$ cat src/logic/mfmsep_pkg.sv
`default_nettype none
package mfmsep_pkg;

	// System clock
	localparam int CLK_NS = 20;

	// Register port geometry
	localparam int ADDR_W = 2;
	localparam int DATA_W = 8;

	// Register offsets
	localparam logic [1:0] REG_CTRL = 2'h0;
	localparam logic [1:0] REG_STAT = 2'h1;

	// Control word layout and reset value
	localparam int CTRL_GATE_BIT  = 0;
	localparam int CTRL_CLASS_BIT = 1;
	localparam logic [7:0] CTRL_RESET = 8'h00;
	localparam logic [7:0] CTRL_MASK  = 8'h03;

	// Status word layout
	localparam int STAT_RUN_BIT   = 0;
	localparam int STAT_ALIGN_BIT = 1;
	localparam int STAT_UP_BIT    = 2;
	localparam int STAT_DOWN_BIT  = 3;
	localparam int STAT_CNT_LSB   = 4;

	// Crystal runs at this multiple of the recovered clock
	localparam int OSC_MULT = 4;
	localparam logic [1:0] DIV_RESET = 2'h0;

	// Gap timeout per drive class, 1.25 recovered periods, rounded down
	localparam int GAP_NS_A = 250;
	localparam int GAP_NS_B = 287;
	localparam logic [4:0] GAP_CYC_A = 5'(GAP_NS_A / CLK_NS);
	localparam logic [4:0] GAP_CYC_B = 5'(GAP_NS_B / CLK_NS);

	// Run detector terminal count
	localparam logic [4:0] RUN_TERMINAL = 5'h10;

	// Phase detector window: delay tap minus propagation, rounded down
	localparam int DLY_TAP_NS  = 60;
	localparam int DLY_PROP_NS = 10;
	localparam logic [2:0] WIN_CYC = 3'((DLY_TAP_NS - DLY_PROP_NS) / CLK_NS);

	// Data bits that end the phase alignment pulse
	localparam logic [1:0] ALIGN_BITS = 2'h2;

	// Phase alignment sequencer
	typedef enum logic [1:0] {
		PA_IDLE     = 2'b00,
		PA_WAIT_VCO = 2'b01,
		PA_HOLD     = 2'b10,
		PA_DONE     = 2'b11
	} mfmsep_pa_t;

	// Rising edge seen between two synchronised samples
	function automatic logic mfmsep_rise(input logic cur, input logic prev);
		return cur & ~prev;
	endfunction

endpackage
`default_nettype wire

$ cat src/logic/mfmsep_run_det.sv
`timescale 1ns/10ps
`default_nettype none
module mfmsep_run_det (
	// Clock and reset
	input  wire logic       clk_sys,
	input  wire logic       rst,
	// Control
	input  wire logic       bit_rise,
	input  wire logic       enable,
	input  wire logic       class_sel,
	// Status
	output logic            run_detected_n,
	output logic [4:0]      run_count
);
	import mfmsep_pkg::*;

	logic [4:0] gap_r;
	logic [4:0] gap_nxt;
	logic [4:0] cnt_r;
	logic [4:0] cnt_nxt;
	logic       run_n_r;
	logic       run_n_nxt;
	logic [4:0] gap_load;
	logic       expire;
	logic [4:0] cnt_inc;

	// Timeout follows the selected drive class
	assign gap_load = class_sel ? GAP_CYC_B : GAP_CYC_A;
	assign expire   = (gap_r == 5'h01) && !bit_rise;
	assign cnt_inc  = (cnt_r == RUN_TERMINAL) ? cnt_r : 5'(cnt_r + 5'h01);

	// Each bit retriggers the timer; a late bit starts a fresh run of one
	assign gap_nxt = !enable ? 5'h00 :
		bit_rise ? gap_load :
		(gap_r != 5'h00) ? 5'(gap_r - 5'h01) : 5'h00;
	assign cnt_nxt = !enable ? 5'h00 :
		bit_rise ? ((gap_r != 5'h00) ? cnt_inc : 5'h01) :
		expire ? 5'h00 : cnt_r;
	// Latch is sticky until the gate drops
	assign run_n_nxt = !enable ? 1'b1 :
		(cnt_r == RUN_TERMINAL) ? 1'b0 : run_n_r;

	// State registers
	always_ff @(posedge clk_sys) begin
		if (rst) begin
			gap_r   <= 5'h00;
			cnt_r   <= 5'h00;
			run_n_r <= 1'b1;
		end else begin
			gap_r   <= gap_nxt;
			cnt_r   <= cnt_nxt;
			run_n_r <= run_n_nxt;
		end
	end

	assign run_detected_n = run_n_r;
	assign run_count      = cnt_r;
endmodule
`default_nettype wire

$ cat src/logic/mfmsep_top.sv
// The register offsets and the address-and-strobe port were chosen for this implementation.
`timescale 1ns/10ps
`default_nettype none
// Summary of operation
// - Timing comes from a crystal at four times the recovered clock.
// - Divide the crystal into a 2x reference and a 1x write clock.
// - Crystal is 20.000 MHz for class A drives, 17.360 MHz for class B.
// - With no read in progress the loop sees the 2x reference.
// - After read gate, switch in data only after 16 evenly spaced bits.
// - Gap timeout is 1.25 recovered periods: 250 ns or 287 ns.
// - Each bit retriggers the timer and counts; a timeout clears the count.
// - Terminal count sets the run latch low, selecting drive data.
// - Run latch state is readable by the processor on a status port.
// - Recovered clock is the VCO divided by two.
// - After switching, align pulse holds the VCO high until the second bit.
// - Detector window opens on a data edge, closes 50 ns later.
// - Delayed bit sets pump up, VCO edge pump down; both set resets both.
// - Data leading gives net pump up; VCO leading gives net pump down.
// - Balanced loop asserts and releases both pumps together.
module mfmsep_top (
	// Clock and reset
	input  wire logic                         clk_sys,
	input  wire logic                         rst,
	// Register port
	input  wire logic [mfmsep_pkg::ADDR_W-1:0] reg_addr,
	input  wire logic [mfmsep_pkg::DATA_W-1:0] reg_wdata,
	input  wire logic                         reg_wr,
	input  wire logic                         reg_rd,
	output logic      [mfmsep_pkg::DATA_W-1:0] reg_rdata,
	// Crystal, drive data and VCO pins
	input  wire logic                         osc_4x_in,
	input  wire logic                         mfm_data_in,
	input  wire logic                         vco_in,
	// Clock outputs
	output logic                              reference_clock_2x,
	output logic                              write_clock_1x,
	output logic                              recovered_clock,
	// Loop outputs
	output logic                              loop_input,
	output logic                              phase_align_pulse_n,
	output logic                              pump_up,
	output logic                              pump_down,
	output logic                              run_detected_n
);
	import mfmsep_pkg::*;

	// Synchronisers, stage 0 feeds stage 1 only
	logic [2:0] osc_sync_r;
	logic [2:0] data_sync_r;
	logic [2:0] vco_sync_r;
	logic       osc_rise;
	logic       data_rise;
	logic       vco_rise;
	logic       ref_rise;
	logic       loop_rise;

	// Dividers
	logic [1:0] div_r;
	logic [1:0] div_nxt;
	logic       rclk_r;

	// Register file
	logic [7:0] ctrl_r;
	logic [7:0] ctrl_nxt;
	logic [7:0] rdata_r;
	logic [7:0] rdata_nxt;
	logic [7:0] stat_word;
	logic       read_gate;
	logic       class_sel;

	// Run detector
	logic       run_n;
	logic [4:0] run_count;

	// Loop input selection
	logic       loop_r;
	logic       loop_nxt;

	// Phase alignment
	mfmsep_pa_t pa_r;
	mfmsep_pa_t pa_nxt;
	logic [1:0] pa_bits_r;
	logic [1:0] pa_bits_nxt;
	logic       align_n_r;

	// Phase detector
	logic       armed_r;
	logic       armed_nxt;
	logic [2:0] win_r;
	logic [2:0] win_nxt;
	logic       up_r;
	logic       up_nxt;
	logic       down_r;
	logic       down_nxt;
	logic       both_set;

	// Pin synchronisers; the crystal is sampled like any other pin
	always_ff @(posedge clk_sys) begin
		if (rst) begin
			osc_sync_r  <= 3'h0;
			data_sync_r <= 3'h0;
			vco_sync_r  <= 3'h0;
		end else begin
			osc_sync_r  <= {osc_sync_r[1:0], osc_4x_in};
			data_sync_r <= {data_sync_r[1:0], mfm_data_in};
			vco_sync_r  <= {vco_sync_r[1:0], vco_in};
		end
	end

	// Edge detection looks only at synchronised stages
	assign osc_rise  = mfmsep_rise(osc_sync_r[1], osc_sync_r[2]);
	assign data_rise = mfmsep_rise(data_sync_r[1], data_sync_r[2]);
	assign vco_rise  = mfmsep_rise(vco_sync_r[1], vco_sync_r[2]);
	// Reference is about to rise when bit 0 is low on a crystal edge
	assign ref_rise  = osc_rise && !div_r[0];
	assign loop_rise = run_n ? ref_rise : data_rise;

	// Crystal divider: bit 0 is the 2x reference, bit 1 the 1x write clock
	assign div_nxt = osc_rise ? 2'(div_r + 2'h1) : div_r;

	always_ff @(posedge clk_sys) begin
		if (rst) begin
			div_r  <= DIV_RESET;
			rclk_r <= 1'b0;
		end else begin
			div_r  <= div_nxt;
			rclk_r <= vco_rise ? !rclk_r : rclk_r;
		end
	end

	// Control port; only the gate and class bits are kept
	assign read_gate = ctrl_r[CTRL_GATE_BIT];
	// Class picks the timeout matching the fitted crystal
	assign class_sel = ctrl_r[CTRL_CLASS_BIT];
	assign ctrl_nxt  = (reg_wr && reg_addr == REG_CTRL) ? (reg_wdata & CTRL_MASK) : ctrl_r;

	// Status word carries the live run latch
	assign stat_word = {run_count[3:0], down_r, up_r, align_n_r, run_n};

	// Read data stand for one cycle only, zero otherwise or when unmapped
	assign rdata_nxt = !reg_rd ? 8'h00 :
		(reg_addr == REG_CTRL) ? ctrl_r :
		(reg_addr == REG_STAT) ? stat_word : 8'h00;

	always_ff @(posedge clk_sys) begin
		if (rst) begin
			ctrl_r  <= CTRL_RESET;
			rdata_r <= 8'h00;
		end else begin
			ctrl_r  <= ctrl_nxt;
			rdata_r <= rdata_nxt;
		end
	end

	// Run detector watches raw drive data only while the gate is up
	mfmsep_run_det u_run_det (
		.clk_sys        (clk_sys),
		.rst            (rst),
		.bit_rise       (data_rise),
		.enable         (read_gate),
		.class_sel      (class_sel),
		.run_detected_n (run_n),
		.run_count      (run_count)
	);

	// Loop input: reference until the run latch falls, then drive data
	assign loop_nxt = run_n ? div_r[0] : data_sync_r[1];

	always_ff @(posedge clk_sys) begin
		if (rst) begin
			loop_r <= 1'b0;
		end else begin
			loop_r <= loop_nxt;
		end
	end

	// Alignment sequencer; counting starts at the VCO edge so the pulse
	// never cuts a VCO half cycle short
	always_comb begin
		pa_nxt      = pa_r;
		pa_bits_nxt = pa_bits_r;
		unique case (pa_r)
			PA_IDLE: begin
				if (!run_n) begin
					pa_nxt = PA_WAIT_VCO;
				end
			end
			PA_WAIT_VCO: begin
				if (vco_rise) begin
					pa_nxt      = PA_HOLD;
					pa_bits_nxt = 2'h0;
				end
			end
			PA_HOLD: begin
				if (data_rise) begin
					pa_bits_nxt = 2'(pa_bits_r + 2'h1);
					if (pa_bits_r == 2'(ALIGN_BITS - 2'h1)) begin
						pa_nxt = PA_DONE;
					end
				end
			end
			PA_DONE: begin
				pa_nxt = PA_DONE;
			end
		endcase
		// Leaving the read returns the sequencer to rest
		if (!read_gate || run_n) begin
			pa_nxt      = PA_IDLE;
			pa_bits_nxt = 2'h0;
		end
	end

	always_ff @(posedge clk_sys) begin
		if (rst) begin
			pa_r      <= PA_IDLE;
			pa_bits_r <= 2'h0;
			align_n_r <= 1'b1;
		end else begin
			pa_r      <= pa_nxt;
			pa_bits_r <= pa_bits_nxt;
			align_n_r <= (pa_nxt != PA_HOLD);
		end
	end

	// Sample on phase detector. The window opens on each loop edge and
	// closes when the delayed copy arrives; that sets pump up, a VCO edge
	// inside an armed window sets pump down. Whichever comes first holds
	// its pump longer, so the net correction follows the phase error.
	assign both_set  = up_r && down_r;
	assign win_nxt   = loop_rise ? WIN_CYC :
		(win_r != 3'h0) ? 3'(win_r - 3'h1) : 3'h0;
	assign up_nxt    = both_set ? 1'b0 : (up_r || win_r == 3'h1);
	assign down_nxt  = both_set ? 1'b0 : (down_r || (vco_rise && armed_r));
	// Both pumps drop in the same cycle, so a balanced loop nets zero
	assign armed_nxt = loop_rise ? 1'b1 : (both_set ? 1'b0 : armed_r);

	always_ff @(posedge clk_sys) begin
		if (rst) begin
			armed_r <= 1'b0;
			win_r   <= 3'h0;
			up_r    <= 1'b0;
			down_r  <= 1'b0;
		end else begin
			armed_r <= armed_nxt;
			win_r   <= win_nxt;
			up_r    <= up_nxt;
			down_r  <= down_nxt;
		end
	end

	// Outputs, each straight from a flip-flop
	assign reference_clock_2x  = div_r[0];
	assign write_clock_1x      = div_r[1];
	assign recovered_clock     = rclk_r;
	assign loop_input          = loop_r;
	assign phase_align_pulse_n = align_n_r;
	assign pump_up             = up_r;
	assign pump_down           = down_r;
	assign run_detected_n      = run_n;
	assign reg_rdata           = rdata_r;
endmodule
`default_nettype wire

$ cat config.mk
export PLATFORM = sky130hd
export DESIGN_NAME = mfmsep_top
export DESIGN_NICKNAME = d
export VERILOG_FILES = /design/src/logic/mfmsep_pkg.sv /design/src/logic/mfmsep_run_det.sv /design/src/logic/mfmsep_top.sv
export SDC_FILE = /design/constraint.sdc
export NUM_CORES = 1
export LEC_CHECK = 0
export BUFFER_PORTS_ARGS = -buffer_cell sky130_fd_sc_hd__buf_2
export CORE_MARGIN = 3
export CORE_UTILIZATION = 48
export CTS_BUF_LIST = sky130_fd_sc_hd__clkbuf_4 sky130_fd_sc_hd__clkbuf_8 sky130_fd_sc_hd__clkbuf_16
export DETAILED_ROUTE_END_ITERATION = 6
export PLACE_DENSITY = 0.79
export SYNTH_ARGS = -nofsm -noshare
export SYNTH_HDL_FRONTEND = slang
export SYNTH_HIERARCHICAL = 1
export SYNTH_SLANG_ARGS = --single-unit
export TNS_END_PERCENT = 1
$ cat constraint.sdc
create_clock -name clk_sys -period 3.1 [get_ports clk_sys]
set_clock_uncertainty 0.05 [all_clocks]
set_input_delay 0.93 -clock clk_sys [delete_from_list [all_inputs] [get_ports clk_sys]]
set_output_delay 0.93 -clock clk_sys [all_outputs]
set_load 0.1 [all_outputs]
Yosys cells after proc, flatten, opt, wreduce, memory -nomap -nowiden:

Cells that the tools add are included.

* bits in registers: 45
* input port bits: 17
* output and inout bits: 16
* word-level logic and storage cells: 98

* $add $sub $neg: 5
* equal/unequal tests: 12
* multiplexer cells: 24
* bitwise operators: 10
* reductions and logical operators: 27

Operator list (count)
* 5-bit 2-to-1 mux: 6
* 2-bit 2-to-1 mux: 12
* 2-bit case mux with 4 select lines: 1
* 2-bit OR reduction: 4
* 1-bit NOT: 7
* 2-bit by 1-bit equality test with 1-bit output (second input constant): 3
* 2-bit != test (second input constant): 3
* 2-bit nonzero test: 3
* 5-bit by 1-bit adder with 5-bit output (second input constant): 1
* 5-bit by 1-bit equality test with 1-bit output (second input constant): 1
* 5-bit equality test (second input constant): 1
* 1-bit logical AND: 5
* 5-bit nonzero test: 1
* 5-bit by 1-bit subtractor with 5-bit output (second input constant): 1
* 2-bit by 1-bit adder with 2-bit output (second input constant): 2
* 2-bit equality test (second input constant): 2
* 1-bit zero test: 4
* 2-bit zero test: 2
* 1-bit 2-to-1 mux: 4
* 2-bit case mux with 2 select lines: 1
* 4-bit OR reduction: 1
* 1-bit AND: 3
* 3-bit by 1-bit equality test with 1-bit output (second input constant): 1
* 1-bit logical OR: 3
* 6 further kinds: 6

Longest topological paths before layout:

Gate-level depths: netlist of the first run.

* depth in word-level cells: 6
* mapped depth: 6
* depth with buffers taken out: 5

By module:

Netlist of the first run, hierarchy kept.

Modules (own cells, without submodules)
* mfmsep_top: times used 1, cells each 116, area each 1241.2 µm², sequential area each 680.7 µm²
* mfmsep_run_det: times used 1, cells each 70, area each 648.1 µm², sequential area each 220.2 µm²

Worst setup path after synthesis of the first run:

Ideal clock, no wire load.

* path kind: flip-flop to output port
* start point: register div_r[0]
* end point: output port reference_clock_2x
* arrival: 986 ps
* data required time: 2120 ps
* slack: 1134 ps
* stages on the path, launching flop included: 1
* buffers on the path: 0
* cell sequence: dfxtp_1

RTL lines
* start: declaration: RTL line mfmsep_top.sv:58 `logic [1:0] div_r;`
* start signal: assignment: RTL line mfmsep_top.sv:126 `div_r <= div_nxt;`
* end: declaration: RTL line mfmsep_top.sv:35 `output logic reference_clock_2x,`

No word-level cell between the ends.

Final worst setup path of the first run:

* start point: register u_run_det.run_n_r (netlist: u_run_det/run_detected_n)
* end point: output port run_detected_n

RTL lines
* start: declaration: RTL line mfmsep_run_det.sv:21 `logic run_n_r;`
* start signal: assignment: RTL line mfmsep_run_det.sv:52 `run_n_r <= run_n_nxt;`
* end: declaration: RTL line mfmsep_top.sv:43 `output logic run_detected_n`

No word-level cell between the ends.

==> results.py, run 1 <==
metrics = {
    "power": {
        "p_clk_share_pct": 31.6,
        "p_seq_share_pct": 54.4,
        "power-per-cell-area_mw_per_mm2": 542.4,
        "leakage_uw": 0.0008398,
        "ir_drop_uv": 327.4,
        "internal_power_uw": 844.7,
        "total_power_uw": 1162,
        "p_sw_share_pct": 27.30,
        "switching_power_uw": 317.2,
        "power_frac_comb_pct": 14.0,
    },
    "layout": {
        "finalNonFillerCells": 261,
        "n_fill_cell": 335,
        "multi_input_area_um2": 927.1,
        "post-route-cell-area_mm2": 0.002142,
        "utilization_pct": 57.64,
        "seq_area_um2": 900.9,
        "synthToLayoutAreaGrowth_pct": 13.38,
        "layout.nets": 237,
        "antenna_cells": 0,
        "drive_gt1_share_pct": 20.19,
    },
    "global_routing": {
        "antenna_found_initial": 0,
        "grt_max_degree": 27,
        "gr-total-overflow": 0,
        "grt_pass1_wl_um": 5609,
        "grt_pass1_vias": 1299,
        "grt_usage_pct": 16.06,
    },
    "placement": {
        "dp.final_hpwl_um": 2305,
        "gp_congestion": 0.7806,
        "numPortBuffers": 26,
        "place_inst": 254,
        "placed_cell_area_mm2": 0.002052,
    },
    "timing": {
        "maxSlewHeadroom_pct": 67.64,
        "final_hold_viol_count": 0,
        "tightest_slew_ps": 488.8,
        "slew_violations": 0,
        "setup_viol": 0,
        "min_period_ps": 2327,
        "rsz0062_at_grt": "false",
        "fmax_ghz": 0.4298,
        "finalCritPeriodShare_pct": 75.06,
        "finalSetupTns_ps": 0,
    },
    "logic_synthesis": {
        "syn_nets": 210,
        "syn_area_per_cell_um2": 10.16,
        "synthCells": 186,
        "synth-seq-cells": 45,
        "synth_top_flop_cell": "dfxtp_1",
        "ys_seq_area_share_pct": 47.68,
        "yosysWarnings": 6,
        "synth-async-reset-ratio_pct": 0,
        "synth_cell_type_count": 41,
        "synth-edff-count": 0,
        "syn-cell-area_mm2": 0.001889,
    },
    "clock_network": {
        "cts.clk_slew.worst_paths_ps": 80,
        "cts_tree": "done",
        "clockBufferDepth": 2,
        "clk_latency_ps": 290,
        "cts.sinks": 45,
        "post-cts-setup-buffers": 0,
        "htree_levels": 2,
        "cts-resized-gates": 0,
        "cts_inserted_buffers": 5,
        "hold_buffers": 0,
        "clockRootBuffer": "clkbuf_8",
    },
    "floorplanning": {
        "core_area_mm2": 0.003716,
        "rows": 22,
        "pin_count": 33,
        "die_y_um": 68.74,
        "dieArea_mm2": 0.004725,
        "die_w_um": 68.74,
        "start_util_pct": 50.84,
    },
    "detailed_routing": {
        "post_drt_wl_per_cell_um": 12.98,
        "vias": 1389,
        "first_pass_iters": 4,
        "drtIter0Drc": 94,
        "postRouteAntennaNets": 0,
        "via_per_inst": 5.322,
        "route.detailed.drc": 0,
        "routed_wirelength_um": 3387,
    },
    "worst_setup_path": {
        "arrival_ps": 1350,
        "crit_fanout": 8,
        "endpoint_kind": "output port",
        "worstSetupPathDepth": 1,
        "cpMaxStageDelayCell": "dfxtp_1",
        "critPathRequiredTime_ps": 2120,
        "cp-endpoint": "run_detected_n",
        "r2r_cells": 5,
        "crit_buf_inv": 1,
        "crit_start": "u_run_det/run_detected_n$_SDFFE_PP1N_",
        "path_cells": "buf_2",
        "critPathKind": "reg -> out",
        "cp-start-kind": "flip-flop",
        "path_delay_family": "flip-flops",
        "reg2reg_to": "u_run_det/run_count[0]$_SDFFE_PP0P_",
        "timing.rr.start": "u_run_det/gap_r[1]$_SDFF_PP0_",
        "r2r_slack_ps": 1480,
        "slowest_delay_ps": 550,
    },
    "job": {
        "max-cap-violations": 0,
    },
    "run_status": {
        "outcome": "finished clean",
    },
    "worst_hold_path": {
        "holdCritPathClass": "reg -> reg",
    },
}
[power groups by stage]
stage | clock [uW] | combinational (uW) | sequential [uW]
2_1_floorplan | 0 | 78.1 | 696
3_3_place_gp | 0 | 159 | 645
3_5_place_dp | 0 | 163 | 645
4_1_cts | 382 | 163 | 632
5_1_grt | 396 | 177 | 638
6_report | 368 | 162 | 632
[synthesized netlist by cell type, types with 2 or more instances]
cell       count  area, um2
a21oi_1        5      25.02
a31oi_1        5      31.28
and2_1         6      37.54
and3_1         3      18.77
clkbuf_1       5      18.77
dfxtp_1       45      900.9
ha_1           7      87.58
inv_1          7      26.28
mux2i_1        8      80.08
nand2_1       11      41.29
nand2b_1       3      18.77
nand3_1        2      10.01
nand3b_1       5      37.54
nand4_1        4      25.02
nand4b_1       5      43.79
nand4bb_4      2      55.05
nor2_1        18      67.56
nor2b_1       14      87.58
nor3_1         2      10.01
nor3b_1        3      22.52
nor4_2         2      25.02
nor4b_1        2      17.52
xnor2_1        3      26.28
xor2_1         2      17.52
[stage by stage]
stage | setup slack (ps) | hold slack [ps]
6_report | 773.2 | 395.2
3_3_place_gp | 1030 | 368.4
5_1_grt | 698.8 | 420.0
3_5_place_dp | 1037 | 373.1
2_1_floorplan | 1134 | 363.8
4_1_cts | 747.2 | 401.7
[state kept, by name, summed over array words and instances, names as in the netlist]
register / flops
reg_rdata: 8
u_run_det/gap_r: 5
u_run_det/run_count: 5
data_sync_r: 3
osc_sync_r: 3
vco_sync_r: 3
win_r: 3
ctrl_r: 2
div_r: 2
pa_bits_r: 2
pa_r: 2
armed_r: 1
loop_input: 1
phase_align_pulse_n: 1
pump_down: 1
pump_up: 1
recovered_clock: 1
u_run_det/run_detected_n: 1
[worst min path at each step]
stage / slack (ps) / to / cells after the start / start
after floorplan: 360 / data_sync_r[1]$_SDFF_PP0_ / 1 / data_sync_r[0]$_SDFF_PP0_
after global placement: 370 / data_sync_r[1]$_SDFF_PP0_ / 1 / data_sync_r[0]$_SDFF_PP0_
after detailed placement: 370 / data_sync_r[1]$_SDFF_PP0_ / 1 / data_sync_r[0]$_SDFF_PP0_
after CTS: 400 / vco_sync_r[1]$_SDFF_PP0_ / 1 / vco_sync_r[0]$_SDFF_PP0_
after global routing: 420 / vco_sync_r[1]$_SDFF_PP0_ / 1 / vco_sync_r[0]$_SDFF_PP0_
final: 400 / vco_sync_r[1]$_SDFF_PP0_ / 1 / vco_sync_r[0]$_SDFF_PP0_
[cells in the final DEF (no fill, tap or decap), types with 2 or more instances in the layout]
master	instances
a21oi_1	5
a31oi_1	5
and2_1	6
and3_1	3
buf_2	26
clkbuf_8	6
dfxtp_1	45
ha_1	7
inv_1	7
mux2i_1	8
nand2_1	11
nand2b_1	3
nand3_1	2
nand3b_1	5
nand4_1	4
nand4b_1	5
nand4bb_4	2
nor2_1	18
nor2b_1	14
nor3_1	2
nor3b_1	3
nor4_2	2
nor4b_1	2
xnor2_1	3
xor2_1	2
[final cells by class]
class,count,area share (%)
inverter,7,1.227
sequential,45,42.06
tap,48,2.804
clock buffer,7,4.206
multi-input combinational,127,43.28
timing repair buffer,27,6.425
[kinds of logic after synthesis]
group	Yosys count	synth area share, %
AOI/OAI and AO/OA	18	6.357
xor gates and xnor gates	5	2.318
adders and majority gates	7	4.636
buffers and inverters	14	3.245
DFF	45	47.68
muxes	9	4.835
and+or+nand+nor	88	30.93
[routing by layer]
metal	routed length (um)	vias to the layer above	track usage, %
li1	-	700	-
met1	1562	658	18.64
met2	1603	27	26.94
met3	170	4	5.348
met4	50	0	6.813
met5	0	-	0
Note: power is estimated with default switching activity, not from simulation.
==> inputs of run 2 (changes only) <==
Clock period 3.1 ns to 2.2 ns, I/O delays scaled along.
==> run 2 against run 1 <==
Combinational power increased by 43%. Via count down 2.5%. Setup slack worse by 620 ps. First-iteration DRC count is the same. Highest routed layer unchanged. Largest power group unchanged. Power up 41%. Hold slack worse by 6.7 ps. Design area up 0.35%. Non-clock buffer count up 1. Clock-buffer cell count unchanged.
==> results.py, run 2 (synthesized netlist as in run 1, its figures left out) <==
metrics = {
    "detailed_routing": {
        "post_drt_wl_per_cell_um": 12.70,
        "first_pass_iters": 4,
        "m1WireLength_um": 1558,
        "via_per_inst": 5.168,
        "dr.max_layer_used": "met4",
        "vias": 1354,
        "wl_met3_um": 207,
        "drtIter0Drc": 94,
        "route.detailed.drc": 0,
        "routed_wirelength_um": 3328,
        "postRouteAntennaNets": 0,
        "routed-wl-met2_um": 1535,
    },
    "global_routing": {
        "grt_pass1_wl_um": 5409,
        "grt_max_degree": 22,
        "grt_usage_pct": 15.93,
        "gr-total-overflow": 0,
        "antenna_found_initial": 0,
        "grt_pass1_vias": 1192,
    },
    "placement": {
        "gp_congestion": 0.8140,
        "dp.final_hpwl_um": 2301,
        "place_inst": 255,
        "placed_cell_area_mm2": 0.002059,
        "numPortBuffers": 26,
    },
    "floorplanning": {
        "start_util_pct": 50.84,
        "rows": 22,
        "core_area_mm2": 0.003716,
        "die_y_um": 68.74,
        "pin_count": 33,
        "die_w_um": 68.74,
        "dieArea_mm2": 0.004725,
    },
    "worst_setup_path": {
        "crit_fanout": 8,
        "critPathKind": "reg -> out",
        "arrival_ps": 1340,
        "cpMaxStageDelayCell": "dfxtp_1",
        "endpoint_kind": "output port",
        "timing.rr.start": "u_run_det/gap_r[0]$_SDFF_PP0_",
        "path_cells": "buf_2",
        "slowest_delay_ps": 540,
        "reg2reg_to": "u_run_det/run_count[1]$_SDFFE_PP0P_",
        "r2r_cells": 5,
        "critPathRequiredTime_ps": 1490,
        "crit_buf_inv": 1,
        "r2r_slack_ps": 600,
        "path_delay_family": "flip-flops",
        "cp-start-kind": "flip-flop",
    },
    "power": {
        "p_seq_share_pct": 54.2,
        "switching_power_uw": 447.4,
        "p_clk_share_pct": 31.6,
        "ir_drop_uv": 618.4,
        "p_sw_share_pct": 27.29,
        "power_frac_comb_pct": 14.2,
        "power-per-cell-area_mw_per_mm2": 762.7,
        "internal_power_uw": 1192,
        "leakage_uw": 0.0008446,
    },
    "timing": {
        "min_period_ps": 2051,
        "setup_viol": 0,
        "slew_violations": 0,
        "tightest_slew_ps": 493.5,
        "finalSetupTns_ps": 0,
        "hold-worst-slack_ps": 388.5,
        "rsz0062_at_grt": "false",
        "finalCritPeriodShare_pct": 93.23,
        "fmax_ghz": 0.4876,
        "final_hold_viol_count": 0,
        "maxSlewHeadroom_pct": 67.33,
    },
    "layout": {
        "layout_common_cells": "dfxtp_1, buf_2, nor2_1",
        "utilization_pct": 57.85,
        "final_common_cell": "dfxtp_1",
        "finalNonFillerCells": 262,
        "largest_register_ff_count": 8,
        "layout.nets": 238,
        "n_fill_cell": 342,
        "drive_gt1_share_pct": 20.56,
        "antenna_cells": 0,
        "synthToLayoutAreaGrowth_pct": 13.77,
        "post-route-cell-area_mm2": 0.002150,
    },
    "run_status": {
        "outcome": "finished clean",
    },
    "worst_hold_path": {
        "worstHoldPathCells": 1,
        "whs_endpoint": "vco_sync_r[1]$_SDFF_PP0_",
        "holdCritPathClass": "reg -> reg",
        "min-delay-start": "vco_sync_r[0]$_SDFF_PP0_",
    },
    "job": {
        "max-cap-violations": 0,
    },
    "clock_network": {
        "cts.clk_slew.worst_paths_ps": 80,
        "clk_latency_ps": 300,
        "clockBufferDepth": 2,
        "cts-resized-gates": 0,
        "post-cts-setup-buffers": 0,
        "clockRootBuffer": "clkbuf_8",
        "htree_levels": 2,
        "cts_tree": "done",
        "cts_inserted_buffers": 5,
        "hold_buffers": 0,
        "cts.sinks": 45,
    },
}
-- run 2: cell types whose count changed in the layout (fill, tap and decap cells not counted) --
cell and delta:
buf_4 +1
-- run 2: area by class of cell --
cell class | instances | area, um2 | area share, %
clock buffers | 7 | 90.09 | 4.191
multi-input cells | 127 | 927.1 | 43.13
well taps | 48 | 60.06 | 2.794
flip-flops and latches | 45 | 900.9 | 41.91
inverters | 7 | 26.28 | 1.222
repair buffers | 28 | 145.1 | 6.752
-- run 2: power groups by stage --
stage	Sequential (uW)	Clock [uW]	Combinational, uW
2_1_floorplan	981	0	110
3_3_place_gp	907	0	227
3_5_place_dp	907	0	234
4_1_cts	889	540	234
5_1_grt	894	572	252
6_report	889	519	232
-- run 2: metrics by stage --
stage	worst slack, ps	power [uW]
after global placement	456.2	1134
after floorplan	329.7	1091
after CTS	126.9	1662
final	149.0	1640
after detailed placement	458.2	1141
after global routing	85.17	1718
-- run 2: worst max path at each step --
stage / from / to / slack (ps) / cells past startpoint
after floorplan: u_run_det/run_detected_n$_SDFFE_PP1N_ / win_r[0]$_SDFF_PP0_ / 330 / 3
after global placement: u_run_det/run_detected_n$_SDFFE_PP1N_ / run_detected_n / 460 / 1
after detailed placement: u_run_det/run_detected_n$_SDFFE_PP1N_ / run_detected_n / 460 / 1
after CTS: u_run_det/run_detected_n$_SDFFE_PP1N_ / run_detected_n / 130 / 1
after global routing: u_run_det/run_detected_n$_SDFFE_PP1N_ / run_detected_n / 90 / 1
final: u_run_det/run_detected_n$_SDFFE_PP1N_ / run_detected_n / 150 / 1
-- run 2: per-layer routing --
layer	vias to the layer above	track usage, %
met5	-	0
met4	0	7.299
met3	2	6.969
met2	35	23.96
met1	616	19.56
li1	701	-
==> inputs of run 3 (changes only) <==
==> constraint.sdc (replaced) <==
create_clock -name clk_sys -period 2.2 [get_ports clk_sys]
set_clock_uncertainty 0.05 [all_clocks]
set_input_delay 0.33 -clock clk_sys [delete_from_list [all_inputs] [get_ports clk_sys]]
set_output_delay 0.33 -clock clk_sys [all_outputs]
set_load 0.1 [all_outputs]
==> run 3 against run 2 <==
Global-route usage down 0.39 points. Highest routed layer unchanged. Critical endpoint unchanged. Hold slack worse by 200 ps. Combinational power hardly changed. Clock-buffer cell count is the same.
==> results.py, run 3 (synthesized netlist as in run 1, its figures left out) <==
metrics = {
    "worst_setup_path": {
        "endpoint_kind": "output port",
        "cp-start-kind": "flip-flop",
        "crit_fanout": 8,
        "arrival_ps": 1360,
        "crit_buf_inv": 1,
        "timing.rr.start": "u_run_det/gap_r[0]$_SDFF_PP0_",
        "critPathRequiredTime_ps": 1820,
        "cpMaxStageDelayCell": "dfxtp_1",
        "r2r_cells": 5,
        "r2r_slack_ps": 600,
        "slowest_delay_ps": 550,
        "critPathKind": "reg -> out",
        "path_cells": "buf_2",
        "path_delay_family": "flip-flops",
        "reg2reg_to": "u_run_det/run_count[0]$_SDFFE_PP0P_",
    },
    "floorplanning": {
        "die_w_um": 68.74,
        "pin_count": 33,
        "rows": 22,
        "start_util_pct": 50.84,
        "dieArea_mm2": 0.004725,
        "core_area_mm2": 0.003716,
        "die_y_um": 68.74,
    },
    "layout": {
        "antenna_cells": 0,
        "layout.nets": 237,
        "largest_register_ff_count": 8,
        "finalNonFillerCells": 262,
        "utilization_pct": 58.45,
        "layout_common_cells": "dfxtp_1, buf_2, nor2_1",
        "drive_gt1_share_pct": 20.56,
        "final_common_cell": "dfxtp_1",
        "synthToLayoutAreaGrowth_pct": 14.97,
    },
    "placement": {
        "numPortBuffers": 26,
        "dp.final_hpwl_um": 2348,
        "place_inst": 254,
        "gp_congestion": 0.8002,
    },
    "job": {
        "max-cap-violations": 0,
    },
    "timing": {
        "tightest_slew_ps": 488.2,
        "min_period_ps": 1736,
        "slew_violations": 0,
        "hold-worst-slack_ps": 189.3,
        "rsz0062_at_grt": "false",
        "finalSetupTns_ps": 0,
        "finalCritPeriodShare_pct": 78.93,
        "final_hold_viol_count": 0,
        "setup_viol": 0,
        "fmax_ghz": 0.5759,
        "maxSlewHeadroom_pct": 67.68,
    },
    "detailed_routing": {
        "routed-wl-met2_um": 1631,
        "post_drt_wl_per_cell_um": 12.91,
        "postRouteAntennaNets": 0,
        "dr.max_layer_used": "met4",
        "vias": 1410,
        "route.detailed.drc": 0,
        "routed_wirelength_um": 3382,
        "wl_met3_um": 187,
        "via_per_inst": 5.382,
        "first_pass_iters": 4,
        "drtIter0Drc": 81,
        "m1WireLength_um": 1494,
    },
    "clock_network": {
        "hold_buffers": 0,
        "cts_inserted_buffers": 5,
        "clockRootBuffer": "clkbuf_8",
        "cts.sinks": 45,
        "clockBufferDepth": 2,
        "htree_levels": 2,
        "post-cts-setup-buffers": 0,
        "cts.clk_slew.worst_paths_ps": 80,
        "cts-resized-gates": 0,
        "cts_tree": "done",
        "clk_latency_ps": 300,
    },
    "power": {
        "p_sw_share_pct": 26.22,
        "switching_power_uw": 466.0,
        "leakage_uw": 0.0008539,
        "power_frac_comb_pct": 12.9,
        "power-per-cell-area_mw_per_mm2": 818.3,
        "p_clk_share_pct": 36.8,
        "internal_power_uw": 1311,
        "p_seq_share_pct": 50.2,
        "ir_drop_uv": 492.3,
    },
    "global_routing": {
        "grt_usage_pct": 15.54,
        "gr-total-overflow": 0,
        "antenna_found_initial": 0,
        "grt_max_degree": 27,
        "grt_pass1_vias": 1252,
        "grt_pass1_wl_um": 5388,
    },
    "run_status": {
        "outcome": "finished clean",
    },
    "worst_hold_path": {
        "whs_endpoint": "osc_sync_r[0]$_SDFF_PP0_",
        "holdCritPathClass": "in -> reg",
        "min-delay-start": "osc_4x_in",
        "worstHoldPathCells": 2,
    },
}
[run 3: cell count changes in the layout (fill, tap and decap cells not counted), sizes merged]
| cell | previous run | this run |
|---|---|---|
| buf | 28 | 27 |
| bufinv | 0 | 1 |
[run 3: area by class of cell]
cell class / count / area, um2
Clock buffer: 7 / 90.09
Clock inverter: 1 / 30.03
Fill cell: 346 / 1544
Inverter: 7 / 26.28
Multi-Input combinational cell: 127 / 927.1
Sequential cell: 45 / 900.9
Tap cell: 48 / 60.06
Timing Repair Buffer: 27 / 137.6
[run 3: power by group through the flow]
| stage | combinational [uW] | sequential, uW | clock, uW |
|---|---|---|---|
| finish | 230 | 893 | 655 |
| global route | 248 | 899 | 698 |
| CTS | 231 | 891 | 672 |
| floorplan | 110 | 981 | 0 |
| detailed placement | 231 | 910 | 0 |
| global placement | 224 | 909 | 0 |
[run 3: per-layer routing]
layer,up-vias,global-route usage (%)
li1,707,-
met4,0,7.543
met5,-,0
met3,7,5.835
met2,36,25.03
met1,660,18.08
[run 3: worst max-delay path by stage]
| stage | cells after the start | from | to |
|---|---|---|---|
| after floorplan | 3 | u_run_det/run_detected_n$_SDFFE_PP1N_ | win_r[0]$_SDFF_PP0_ |
| after global placement | 5 | u_run_det/gap_r[0]$_SDFF_PP0_ | u_run_det/run_count[0]$_SDFFE_PP0P_ |
| after detailed placement | 5 | u_run_det/gap_r[0]$_SDFF_PP0_ | u_run_det/run_count[0]$_SDFFE_PP0P_ |
| after CTS | 1 | u_run_det/run_detected_n$_SDFFE_PP1N_ | run_detected_n |
| after global routing | 1 | u_run_det/run_detected_n$_SDFFE_PP1N_ | run_detected_n |
| final | 1 | u_run_det/run_detected_n$_SDFFE_PP1N_ | run_detected_n |
[run 3: through the flow]
stage          instance area (um2)  worst slack, ps  power (uW)
2_1_floorplan                 1889            329.7        1091
3_3_place_gp                  2052            665.1        1133
3_5_place_dp                  2052            634.6        1140
4_1_cts                       2172            432.8        1795
5_1_grt                       2172            405.9        1846
6_report                      2172            463.5        1778
